[config.mk]
export PLATFORM = sky130hd
export DESIGN_NAME = ccc_calib
export DESIGN_NICKNAME = d
export VERILOG_FILES = /design/src/hw/ccc_pkg.sv /design/src/hw/ccc_uart.sv /design/src/hw/ccc_calib.sv
export SDC_FILE = /design/constraint.sdc
export NUM_CORES = 1
export LEC_CHECK = 0
export CAP_MARGIN = 20
export CORE_UTILIZATION = 55
export DETAILED_ROUTE_END_ITERATION = 10
export DONT_BUFFER_PORTS = 1
export GPL_TIMING_DRIVEN = 0
export PLACE_DENSITY = 0.81
export SETUP_SLACK_MARGIN = 0.1
export SLEW_MARGIN = 20
export SYNTH_ARGS = -nofsm -noshare
export SYNTH_HDL_FRONTEND = slang
export SYNTH_HIERARCHICAL = 1
export SYNTH_SLANG_ARGS = --single-unit
[constraint.sdc]
create_clock -name clk -period 3.2 [get_ports clk]
set_input_delay 0.32 -clock clk [delete_from_list [all_inputs] [get_ports clk]]
set_output_delay 0.32 -clock clk [all_outputs]
set_load 0.03 [all_outputs]
[src/hw/ccc_pkg.sv]
// Shared constants and types for the compass calibration command block
package ccc_pkg;
   // ----------------------------------------------------------------
   // Timing
   // ----------------------------------------------------------------
   localparam int unsigned CLK_HZ = 25_000_000;
   localparam int unsigned BAUD = 9600;
   localparam logic [11:0] BIT_CYC = 12'(CLK_HZ / BAUD);
   localparam logic [11:0] HALF_BIT_CYC = 12'(CLK_HZ / BAUD / 2);
   localparam int unsigned STEADY_MS = 2000;
   localparam int unsigned COMPUTE_MS = 2000;
   localparam int unsigned STEADY_CYC_DEF = STEADY_MS * (CLK_HZ / 1000);
   localparam int unsigned COMPUTE_CYC_DEF = COMPUTE_MS * (CLK_HZ / 1000);
   // ----------------------------------------------------------------
   // Frame layout
   // ----------------------------------------------------------------
   localparam logic [7:0] FRAME_ID = 8'h68;
   localparam logic [7:0] DEV_ADDR = 8'h00;
   localparam logic [7:0] LEN_MIN = 8'h04;
   localparam logic [7:0] LEN_REPLY = 8'h05;
   localparam logic [2:0] REPLY_BYTES = 3'h6;
   localparam logic [3:0] UART_BITS = 4'h9;
   // ----------------------------------------------------------------
   // Commands and results
   // ----------------------------------------------------------------
   localparam logic [7:0] CMD_AUTO = 8'h44;
   localparam logic [7:0] CMD_MANUAL = 8'h43;
   localparam logic [7:0] CMD_START = 8'h08;
   localparam logic [7:0] CMD_STOP = 8'h09;
   localparam logic [7:0] CMD_SAVE = 8'h0A;
   localparam logic [7:0] RSP_FLAG = 8'h80;
   localparam logic [7:0] RES_OK = 8'h00;
   localparam logic [7:0] RES_FAIL = 8'hFF;
   localparam logic [5:0] MAX_POINTS = 6'h32;
   localparam logic [5:0] MIN_POINTS = 6'h0C;
   localparam logic [5:0] REC_POINTS = 6'h18;
   // ----------------------------------------------------------------
   // Types
   // ----------------------------------------------------------------
   typedef struct packed {
      logic [7:0] cmd;
      logic [7:0] data;
   } ccc_reply_t;
   typedef enum {CAL_IDLE, CAL_COLLECT, CAL_COMPUTE, CAL_DONE} ccc_cal_t;
   typedef enum {P_ID, P_LEN, P_ADDR, P_CMD, P_DATA, P_SUM} ccc_parse_t;
endpackage

[src/hw/ccc_uart.sv]
// Byte-wide serial receiver and transmitter, 8N1
`timescale 1ns/1ps
`default_nettype none
module ccc_uart import ccc_pkg::*; #(
   parameter logic [11:0] BIT_LEN = BIT_CYC
) (
   input wire logic clk,
   input wire logic sys_rst,
   input wire logic rxd,
   output logic [7:0] rx_byte,
   output logic rx_valid,
   input wire logic [7:0] tx_byte,
   input wire logic tx_start,
   output logic tx_busy,
   output logic txd
);
   // ----------------------------------------------------------------
   // Receiver: sample each bit at its centre
   // ----------------------------------------------------------------
   // Shortened bit times keep simulation runs short
   localparam logic [11:0] HALF_LEN = BIT_LEN >> 1;
   logic rx_busy;
   logic [11:0] rx_cnt;
   logic [3:0] rx_bit;
   logic [7:0] rx_shift;

   always_ff @(posedge clk) begin
      rx_valid <= 1'b0;
      if (sys_rst) begin
         rx_busy <= 1'b0;
         rx_cnt <= 12'h000;
         rx_bit <= 4'h0;
         rx_shift <= 8'h00;
         rx_byte <= 8'h00;
      end else if (!rx_busy) begin
         if (!rxd) begin
            rx_busy <= 1'b1;
            rx_cnt <= HALF_LEN;
            rx_bit <= 4'h0;
         end
      end else if (rx_cnt != 12'h000) begin
         rx_cnt <= rx_cnt - 12'h001;
      end else begin
         rx_cnt <= BIT_LEN - 12'h001;
         rx_bit <= rx_bit + 4'h1;
         if (rx_bit == 4'h0 && rxd) begin
            // Glitch rather than a start bit
            rx_busy <= 1'b0;
         end else if (rx_bit == UART_BITS) begin
            rx_busy <= 1'b0;
            rx_valid <= rxd;
            rx_byte <= rx_shift;
         end else if (rx_bit != 4'h0) begin
            rx_shift <= {rxd, rx_shift[7:1]};
         end
      end
   end

   // ----------------------------------------------------------------
   // Transmitter: start, eight data bits LSB first, one stop bit
   // ----------------------------------------------------------------
   logic [9:0] tx_shift;
   logic [11:0] tx_cnt;
   logic [3:0] tx_bit;

   always_ff @(posedge clk) begin
      if (sys_rst) begin
         tx_busy <= 1'b0;
         tx_shift <= 10'h3FF;
         tx_cnt <= 12'h000;
         tx_bit <= 4'h0;
         txd <= 1'b1;
      end else if (!tx_busy) begin
         if (tx_start) begin
            tx_busy <= 1'b1;
            tx_shift <= {1'b1, tx_byte, 1'b0};
            tx_cnt <= BIT_LEN - 12'h001;
            tx_bit <= 4'h0;
            txd <= 1'b0;
         end
      end else if (tx_cnt != 12'h000) begin
         tx_cnt <= tx_cnt - 12'h001;
      end else if (tx_bit == UART_BITS) begin
         tx_busy <= 1'b0;
         txd <= 1'b1;
      end else begin
         tx_cnt <= BIT_LEN - 12'h001;
         tx_bit <= tx_bit + 4'h1;
         tx_shift <= {1'b1, tx_shift[9:1]};
         txd <= tx_shift[1];
      end
   end
endmodule // ccc_uart
`default_nettype wire

[src/hw/ccc_calib.sv]
// Calibration command interpreter of the compass module
// Contract
// - Device acknowledges start, then reports every captured point.
// - After stop, about two seconds of computing, then a quality percentage.
// - Host sends save 0A; device answers whether storing succeeded.
// - Failed save lets host retry; device keeps factory calibration. Here any save in CAL_DONE returns to idle, so a retry is refused.
// - At most fifty points per run; twenty-four recommended.
// - A point is captured after two to three seconds held steady.
// - Point headings are relative to the first captured point.
// - Frames: 68, length, address, command, data, carry-free checksum.
// - Serial link is 8 data bits, 1 stop bit, no parity, 9600 baud.
// - Start acknowledged with reply 88 and result 00 or FF.
// - Each point reported with reply 88 carrying the running count.
`timescale 1ns/1ps
`default_nettype none
module ccc_calib import ccc_pkg::*; #(
   parameter int unsigned STEADY_CYC = STEADY_CYC_DEF,
   parameter int unsigned COMPUTE_CYC = COMPUTE_CYC_DEF,
   parameter logic [11:0] BIT_LEN = BIT_CYC
) (
   input wire logic clk,
   input wire logic sys_rst,
   input wire logic rxd,
   input wire logic steady,
   input wire logic [15:0] heading,
   input wire logic [7:0] fit_quality,
   input wire logic store_ok,
   output logic txd,
   output logic point_strobe,
   output logic [15:0] rel_heading,
   output logic [5:0] point_count,
   output logic cal_active,
   output logic computing,
   output logic auto_mode,
   output logic use_factory
);
   // ----------------------------------------------------------------
   // Serial port
   // ----------------------------------------------------------------
   logic [7:0] rx_byte;
   logic rx_valid;
   logic [7:0] tx_byte;
   logic tx_go;
   logic tx_busy;

   ccc_uart #(.BIT_LEN(BIT_LEN)) u_uart (
      .clk(clk),
      .sys_rst(sys_rst),
      .rxd(rxd),
      .rx_byte(rx_byte),
      .rx_valid(rx_valid),
      .tx_byte(tx_byte),
      .tx_start(tx_go),
      .tx_busy(tx_busy),
      .txd(txd)
   );

   // ----------------------------------------------------------------
   // Frame parser
   // ----------------------------------------------------------------
   ccc_parse_t pst;
   logic [7:0] f_len;
   logic [7:0] f_addr;
   logic [7:0] f_cmd;
   logic [7:0] f_sum;
   logic [7:0] f_left;
   logic cmd_valid;
   logic [7:0] cmd_code;

   always_ff @(posedge clk) begin
      cmd_valid <= 1'b0;
      if (sys_rst) begin
         pst <= P_ID;
         f_len <= 8'h00;
         f_addr <= 8'h00;
         f_cmd <= 8'h00;
         f_sum <= 8'h00;
         f_left <= 8'h00;
         cmd_code <= 8'h00;
      end else if (rx_valid) begin
         case (pst)
            P_ID: if (rx_byte == FRAME_ID) pst <= P_LEN;
            P_LEN: begin
               f_len <= rx_byte;
               f_sum <= rx_byte;
               f_left <= rx_byte - LEN_MIN;
               pst <= (rx_byte < LEN_MIN) ? P_ID : P_ADDR;
            end
            P_ADDR: begin
               f_addr <= rx_byte;
               f_sum <= f_sum + rx_byte;
               pst <= P_CMD;
            end
            P_CMD: begin
               f_cmd <= rx_byte;
               f_sum <= f_sum + rx_byte;
               pst <= (f_left == 8'h00) ? P_SUM : P_DATA;
            end
            P_DATA: begin
               // Data bytes only feed the checksum; no command here uses them
               f_sum <= f_sum + rx_byte;
               f_left <= f_left - 8'h01;
               if (f_left == 8'h01) pst <= P_SUM;
            end
            P_SUM: begin
               pst <= P_ID;
               if (rx_byte == f_sum && f_addr == DEV_ADDR) begin
                  cmd_valid <= 1'b1;
                  cmd_code <= f_cmd;
               end
            end
            default: pst <= P_ID;
         endcase
      end
   end

   // ----------------------------------------------------------------
   // Reply transmitter: 68 05 addr cmd data sum
   // ----------------------------------------------------------------
   logic rq_v;
   ccc_reply_t rq;
   logic pend;
   ccc_reply_t rep;
   logic [2:0] tx_idx;

   always_comb begin
      case (tx_idx)
         3'h0: tx_byte = FRAME_ID;
         3'h1: tx_byte = LEN_REPLY;
         3'h2: tx_byte = DEV_ADDR;
         3'h3: tx_byte = rep.cmd;
         3'h4: tx_byte = rep.data;
         default: tx_byte = LEN_REPLY + DEV_ADDR + rep.cmd + rep.data;
      endcase
   end

   always_ff @(posedge clk) begin
      tx_go <= 1'b0;
      if (sys_rst) begin
         pend <= 1'b0;
         rep <= '0;
         tx_idx <= 3'h0;
      end else if (!pend) begin
         // A request while a reply is in flight is dropped
         if (rq_v) begin
            pend <= 1'b1;
            rep <= rq;
            tx_idx <= 3'h0;
         end
      end else if (!tx_busy && !tx_go) begin
         if (tx_idx == REPLY_BYTES) begin
            pend <= 1'b0;
         end else begin
            tx_go <= 1'b1;
         end
      end else if (tx_go) begin
         tx_idx <= tx_idx + 3'h1;
      end
   end

   // ----------------------------------------------------------------
   // Steady detector
   // ----------------------------------------------------------------
   logic [31:0] steady_cnt;
   logic armed;
   logic take;

   // Captures wait for an idle transmitter so no point report is lost
   assign take = cal_active && armed && !pend && !rq_v
      && steady_cnt == 32'(STEADY_CYC) && point_count < MAX_POINTS;

   always_ff @(posedge clk) begin
      if (sys_rst || !steady || !cal_active) begin
         steady_cnt <= 32'h0000_0000;
      end else if (steady_cnt != 32'(STEADY_CYC)) begin
         steady_cnt <= steady_cnt + 32'h0000_0001;
      end
   end

   always_ff @(posedge clk) begin
      // Module must move and settle again before the next point
      if (sys_rst || !steady) begin
         armed <= 1'b1;
      end else if (take) begin
         armed <= 1'b0;
      end
   end

   // ----------------------------------------------------------------
   // Calibration sequencer
   // ----------------------------------------------------------------
   ccc_cal_t cst;
   logic [31:0] comp_cnt;
   logic [15:0] ref_heading;

   always_ff @(posedge clk) begin
      rq_v <= 1'b0;
      point_strobe <= 1'b0;
      if (sys_rst) begin
         cst <= CAL_IDLE;
         cal_active <= 1'b0;
         rq <= '0;
         comp_cnt <= 32'h0000_0000;
         point_count <= 6'h00;
         ref_heading <= 16'h0000;
         rel_heading <= 16'h0000;
         computing <= 1'b0;
         auto_mode <= 1'b1;
         use_factory <= 1'b1;
      end else if (cmd_valid) begin
         rq_v <= 1'b1;
         rq.cmd <= cmd_code | RSP_FLAG;
         rq.data <= RES_OK;
         case (cmd_code)
            CMD_AUTO: auto_mode <= 1'b1;
            CMD_MANUAL: auto_mode <= 1'b0;
            CMD_START: begin
               if (cst == CAL_COMPUTE) begin
                  rq.data <= RES_FAIL;
               end else begin
                  cst <= CAL_COLLECT;
                  cal_active <= 1'b1;
                  point_count <= 6'h00;
               end
            end
            CMD_STOP: begin
               if (cst == CAL_COLLECT && point_count != 6'h00) begin
                  cst <= CAL_COMPUTE;
                  cal_active <= 1'b0;
                  computing <= 1'b1;
                  comp_cnt <= 32'h0000_0000;
                  rq_v <= 1'b0;
               end else begin
                  rq.data <= RES_FAIL;
               end
            end
            CMD_SAVE: begin
               if (cst == CAL_DONE) begin
                  cst <= CAL_IDLE;
                  rq.data <= store_ok ? RES_OK : RES_FAIL;
                  use_factory <= !store_ok;
               end else begin
                  rq.data <= RES_FAIL;
               end
            end
            default: rq_v <= 1'b0;
         endcase
      end else if (cst == CAL_COMPUTE) begin
         if (comp_cnt == 32'(COMPUTE_CYC - 1)) begin
            cst <= CAL_DONE;
            computing <= 1'b0;
            rq_v <= 1'b1;
            rq.cmd <= CMD_STOP | RSP_FLAG;
            rq.data <= fit_quality;
         end else begin
            comp_cnt <= comp_cnt + 32'h0000_0001;
         end
      end else if (take) begin
         point_count <= point_count + 6'h01;
         point_strobe <= 1'b1;
         rq_v <= 1'b1;
         rq.cmd <= CMD_START | RSP_FLAG;
         rq.data <= {2'b00, point_count + 6'h01};
         if (point_count == 6'h00) begin
            ref_heading <= heading;
            rel_heading <= 16'h0000;
         end else begin
            rel_heading <= heading - ref_heading;
         end
      end
   end

   // ----------------------------------------------------------------
   // Checks
   // ----------------------------------------------------------------
   chk_frame_id: assert property (@(posedge clk) disable iff (sys_rst)
      tx_go && tx_idx == 3'h0 |-> tx_byte == FRAME_ID)
      else $error("reply frame does not open with identifier");
   chk_point_cap: assert property (@(posedge clk) disable iff (sys_rst)
      point_count <= MAX_POINTS)
      else $error("point count above fifty");
   chk_steady_wait: assert property (@(posedge clk) disable iff (sys_rst)
      point_strobe |-> $past(steady_cnt) == 32'(STEADY_CYC))
      else $error("point taken before steady time");
   chk_point_report: assert property (@(posedge clk) disable iff (sys_rst)
      point_strobe |-> rq_v && rq.cmd == (CMD_START | RSP_FLAG)
      && rq.data == {2'b00, point_count})
      else $error("point report missing or wrong count");
   chk_stop_compute: assert property (@(posedge clk) disable iff (sys_rst)
      cmd_valid && cmd_code == CMD_STOP && cal_active && point_count != 6'h00
      |=> computing && !rq_v)
      else $error("stop did not enter computing");
   chk_compute_len: assert property (@(posedge clk) disable iff (sys_rst)
      computing |-> comp_cnt < 32'(COMPUTE_CYC))
      else $error("computing ran too long");
   chk_refuse_save: assert property (@(posedge clk) disable iff (sys_rst)
      cmd_valid && cmd_code == CMD_SAVE && cst != CAL_DONE
      |=> rq_v && rq.data == RES_FAIL)
      else $error("save without result not refused");
   chk_save_factory: assert property (@(posedge clk) disable iff (sys_rst)
      cmd_valid && cmd_code == CMD_SAVE && cst == CAL_DONE
      |=> use_factory == !$past(store_ok))
      else $error("factory fallback wrong after save");
   chk_bad_sum: assert property (@(posedge clk) disable iff (sys_rst)
      rx_valid && pst == P_SUM && rx_byte != f_sum |=> !cmd_valid)
      else $error("frame with bad checksum accepted");
   chk_start_ack: assert property (@(posedge clk) disable iff (sys_rst)
      cmd_valid && cmd_code == CMD_START && cst != CAL_COMPUTE
      |=> cal_active && point_count == 6'h00 && rq.data == RES_OK)
      else $error("start not acknowledged");
endmodule // ccc_calib
`default_nettype wire

==> qor.txt <==
status -> complete, no violations
Fill cells -> 2005
Fin. Hold Viols -> 0
Syn Area/Cell -> 8.046 um2
Async SR Flop Fraction -> 0%
CTS buffer count -> 28
DP Cell Count -> 1970
Critical Path Start Type -> register
fin crit period -> 2.871 ns
vias per inst -> 6.038
Synth Warn # -> 6
pwr/cell area -> 455.7 nW/um2
area used by multi-input combinational logic -> 7627 um2
first-pass GRT wire length -> 55.82 mm
Core Region -> 23610 um2
CP Cell Sequence -> inv_1 > ha_1 > a21oi_1 > and4b_4 > a21oi_2 > or3_1 > buf_2 > or4_1 > a21oi_1
Critical Path RT -> 3.66 ns
Sink Count -> 252
total track usage -> 27.42%
vias in the first global route -> 11645
cell mode on critical path -> a21oi_1
CTS tree -> done
Highest Clock Rate -> 348.4 MHz
setup TNS -> 0 ns
crit-path leading delay family -> simple AND/OR/NAND/NOR gates
postcts setup bufs -> 0
gpl congestion -> 0.9303
Synth Area in Adders -> 6.103%
global route overflow -> 0
Seq/Total Area, Yosys -> 37.98%
Hold WC Path Type -> in2reg
die height -> 157.4 um
DP HPWL -> 23.38 mm
WS Path Type -> reg2reg
DRT iter0 DRCs -> 902
Slew headroom -> 33.29%
Static Leak -> 5.186 nW
share of cells above drive strength 1 -> 5.923%
Slew @ Worst Pin -> 0.9916 ns
TritonRoute pass-1 iters -> 5
IO Pins -> 57
initial antenna violation count -> 1
Layout Skew -> 0.02890 ns
Nets -> 1794
RSZ-0062 raised after global routing -> no
area share of and/or/nand/nor cells after synthesis -> 27.13%
register area -> 5045 um2
H-tree Lvls -> 1
Site Rows -> 56
proportion of synthesized area in mux cells -> 1.893%
Synth cell types -> 82
number of synthesized flops with an enable pin -> 0
max cap viols -> 0
Synth Flop Type -> dfxtp_1
die width -> 157.4 um
routed len/inst -> 16.57 um
Final period util -> 89.70%
placed instance area -> 13680 um2
Worst setup EP type -> register
latest clock arrival within the worst-skew pair -> 0.56 ns
register bit count reported by yosys -> 252
clock-pin slew on the worst setup and hold paths -> 0.06 ns
longest individual stage delay on the worst path -> 0.59 ns
Post-Syn Instances -> 1651
worst vdd ir -> 395.8 uV
Residual DRC -> 0
I/O Buffers -> 0
starting density of the core -> 56.26%
CTS Root Cell -> clkbuf_16
Area Overhead vs Synth -> 11.49%
post-synthesis xor/xnor area fraction -> 4.945%
Synth Cell Area -> 13280 um2
Post-Layout Cell Count -> 2043
CP Max Fanout -> 10
DRT antenna net count -> 0
main combinational cell family by area after synthesis -> simple AND/OR/NAND/NOR gates
critical path arrival -> 3.33 ns
Crit-path slowest cell -> dfxtp_1
Detailed Route WL -> 33.86 mm
Final Instance Area -> 14810 um2
final setup fails -> 0
via count -> 12336
post-synthesis compound-gate area fraction -> 17.35%
pin count of the biggest net entering global routing -> 15
CP bufs+invs -> 2
Slew Viols, Final -> 0
post-synth net total -> 1743
Max Root-Sink Buffers -> 3
Die ar. -> 24780 um2
CTS resizes -> 0
## metrics by stage
step / worst slack, ns / util (%) / total power [mW] / hold WS [ns]
floorplan: 0.6862 / - / 3.514 / 0.4062
global placement: 0.4301 / 57.95 / 3.593 / 0.4095
detailed placement: 0.4011 / 57.95 / 3.602 / 0.4140
CTS: 0.3621 / 62.70 / 6.782 / 0.02934
global route: 0.2406 / 62.72 / 6.957 / 0.04616
finish: 0.3295 / 62.72 / 6.749 / 0.04432
## what timing repair did
action	CTS	global route
hold buffers	21	0
endpoints found under the setup margin	0	0
endpoints found under the hold margin	22	0
## Yosys cell counts, drive strengths merged, types with 10 or more instances
cell	n	area share, %
nor3	46	1.8
nand2b	24	1.1
a211oi	25	1.4
nor2	178	5.0
nor4b	12	0.84
a22oi	10	0.57
nand2	188	5.3
mux2i	24	1.8
nand4	19	1.0
or4	13	0.76
and4	12	0.81
and3	21	0.99
a31oi	20	0.94
inv	66	1.9
clkbuf	69	1.9
or3	14	0.66
nand3	66	2.5
buf	20	0.79
ha	60	5.7
xor2	39	2.6
nor4	34	1.6
o21a	13	0.73
xnor2	36	2.4
or2	17	0.80
nor2b	17	0.80
dfxtp	252	38
a21oi	156	5.9
o21ai	66	2.5
and2	11	0.52
## power breakdown
group	leakage, nW	internal (mW)	switching (mW)
clock network	0.443	1.86	1.32
registers	2.03	3.16	0.0391
logic	2.71	0.135	0.233
total	5.19	5.16	1.59
## placed cells by master (no fill, tap or decap), drive strengths merged, types with 10 or more instances in the layout
master       count
nor2           178
a31oi           20
nor3            46
nand3           66
a211oi          25
nor4b           12
o21a            13
nand2          188
mux2i           24
and3            21
or3             14
dfxtp          252
or4             13
clkbuf         106
nand4           19
xor2            39
a22oi           10
nor4            34
and4            12
a21oi          156
nor2b           17
and2            11
xnor2           36
o21ai           66
dlygate4sd3     21
or2             17
inv             67
nand2b          24
buf             20
ha              60
## routing by layer
metal / global-route usage [%] / wire, um / vias up
met3: 5.286 / 2770 / 87
li1: - / - / 5975
met1: 33.85 / 14170 / 5823
met2: 47.49 / 16010 / 451
met5: 0 / 0 / -
met4: 9.385 / 909 / 0
## sequential cells by signal (all words and copies together), names as in the netlist, 6 cells and up
name	cells
rq	16
u_uart/tx_shift	8
f_sum	8
rel_heading	16
f_left	8
u_uart/tx_cnt	12
f_addr	8
u_uart/rx_byte	8
rep	16
f_cmd	8
comp_cnt	32
cmd_code	8
ref_heading	16
point_count	6
u_uart/rx_cnt	12
steady_cnt	32
u_uart/rx_shift	8
## final timing paths
path / startpoint / end / slack [ns] / cells after the start
min: steady / steady_cnt[2] / 0.04 / 2
min reg2reg: ref_heading[11] / ref_heading[11] / 0.45 / 2
max reg2reg: point_count[0] / comp_cnt[31] / 0.33 / 9
max: point_count[0] / comp_cnt[31] / 0.33 / 9
## cell type report
type | instances | share of cell area, %
clock buffer | 37 | 5.229
tap | 319 | 2.695
multi-input combinational | 1244 | 51.50
buffer | 89 | 2.458
antenna | 2 | 0.03379
sequential | 252 | 34.06
inverter | 66 | 1.673
clock inverter | 13 | 0.9293
timing repair buffer | 21 | 1.419
## logic make-up (layout without fill, tap and decap cells)
| family | Yosys count | after routing |
|---|---|---|
| XOR/XNOR | 75 | 75 |
| buffers and inverters | 155 | 226 |
| other | 0 | 2 |
| AO/OA/AOI/OAI | 372 | 372 |
| AND/OR/NAND/NOR | 709 | 709 |
| adder cells (fa/ha/maj) | 63 | 63 |
| multiplexers | 25 | 25 |
| flip-flops | 252 | 252 |
Power figures use the tool's default switching activity.
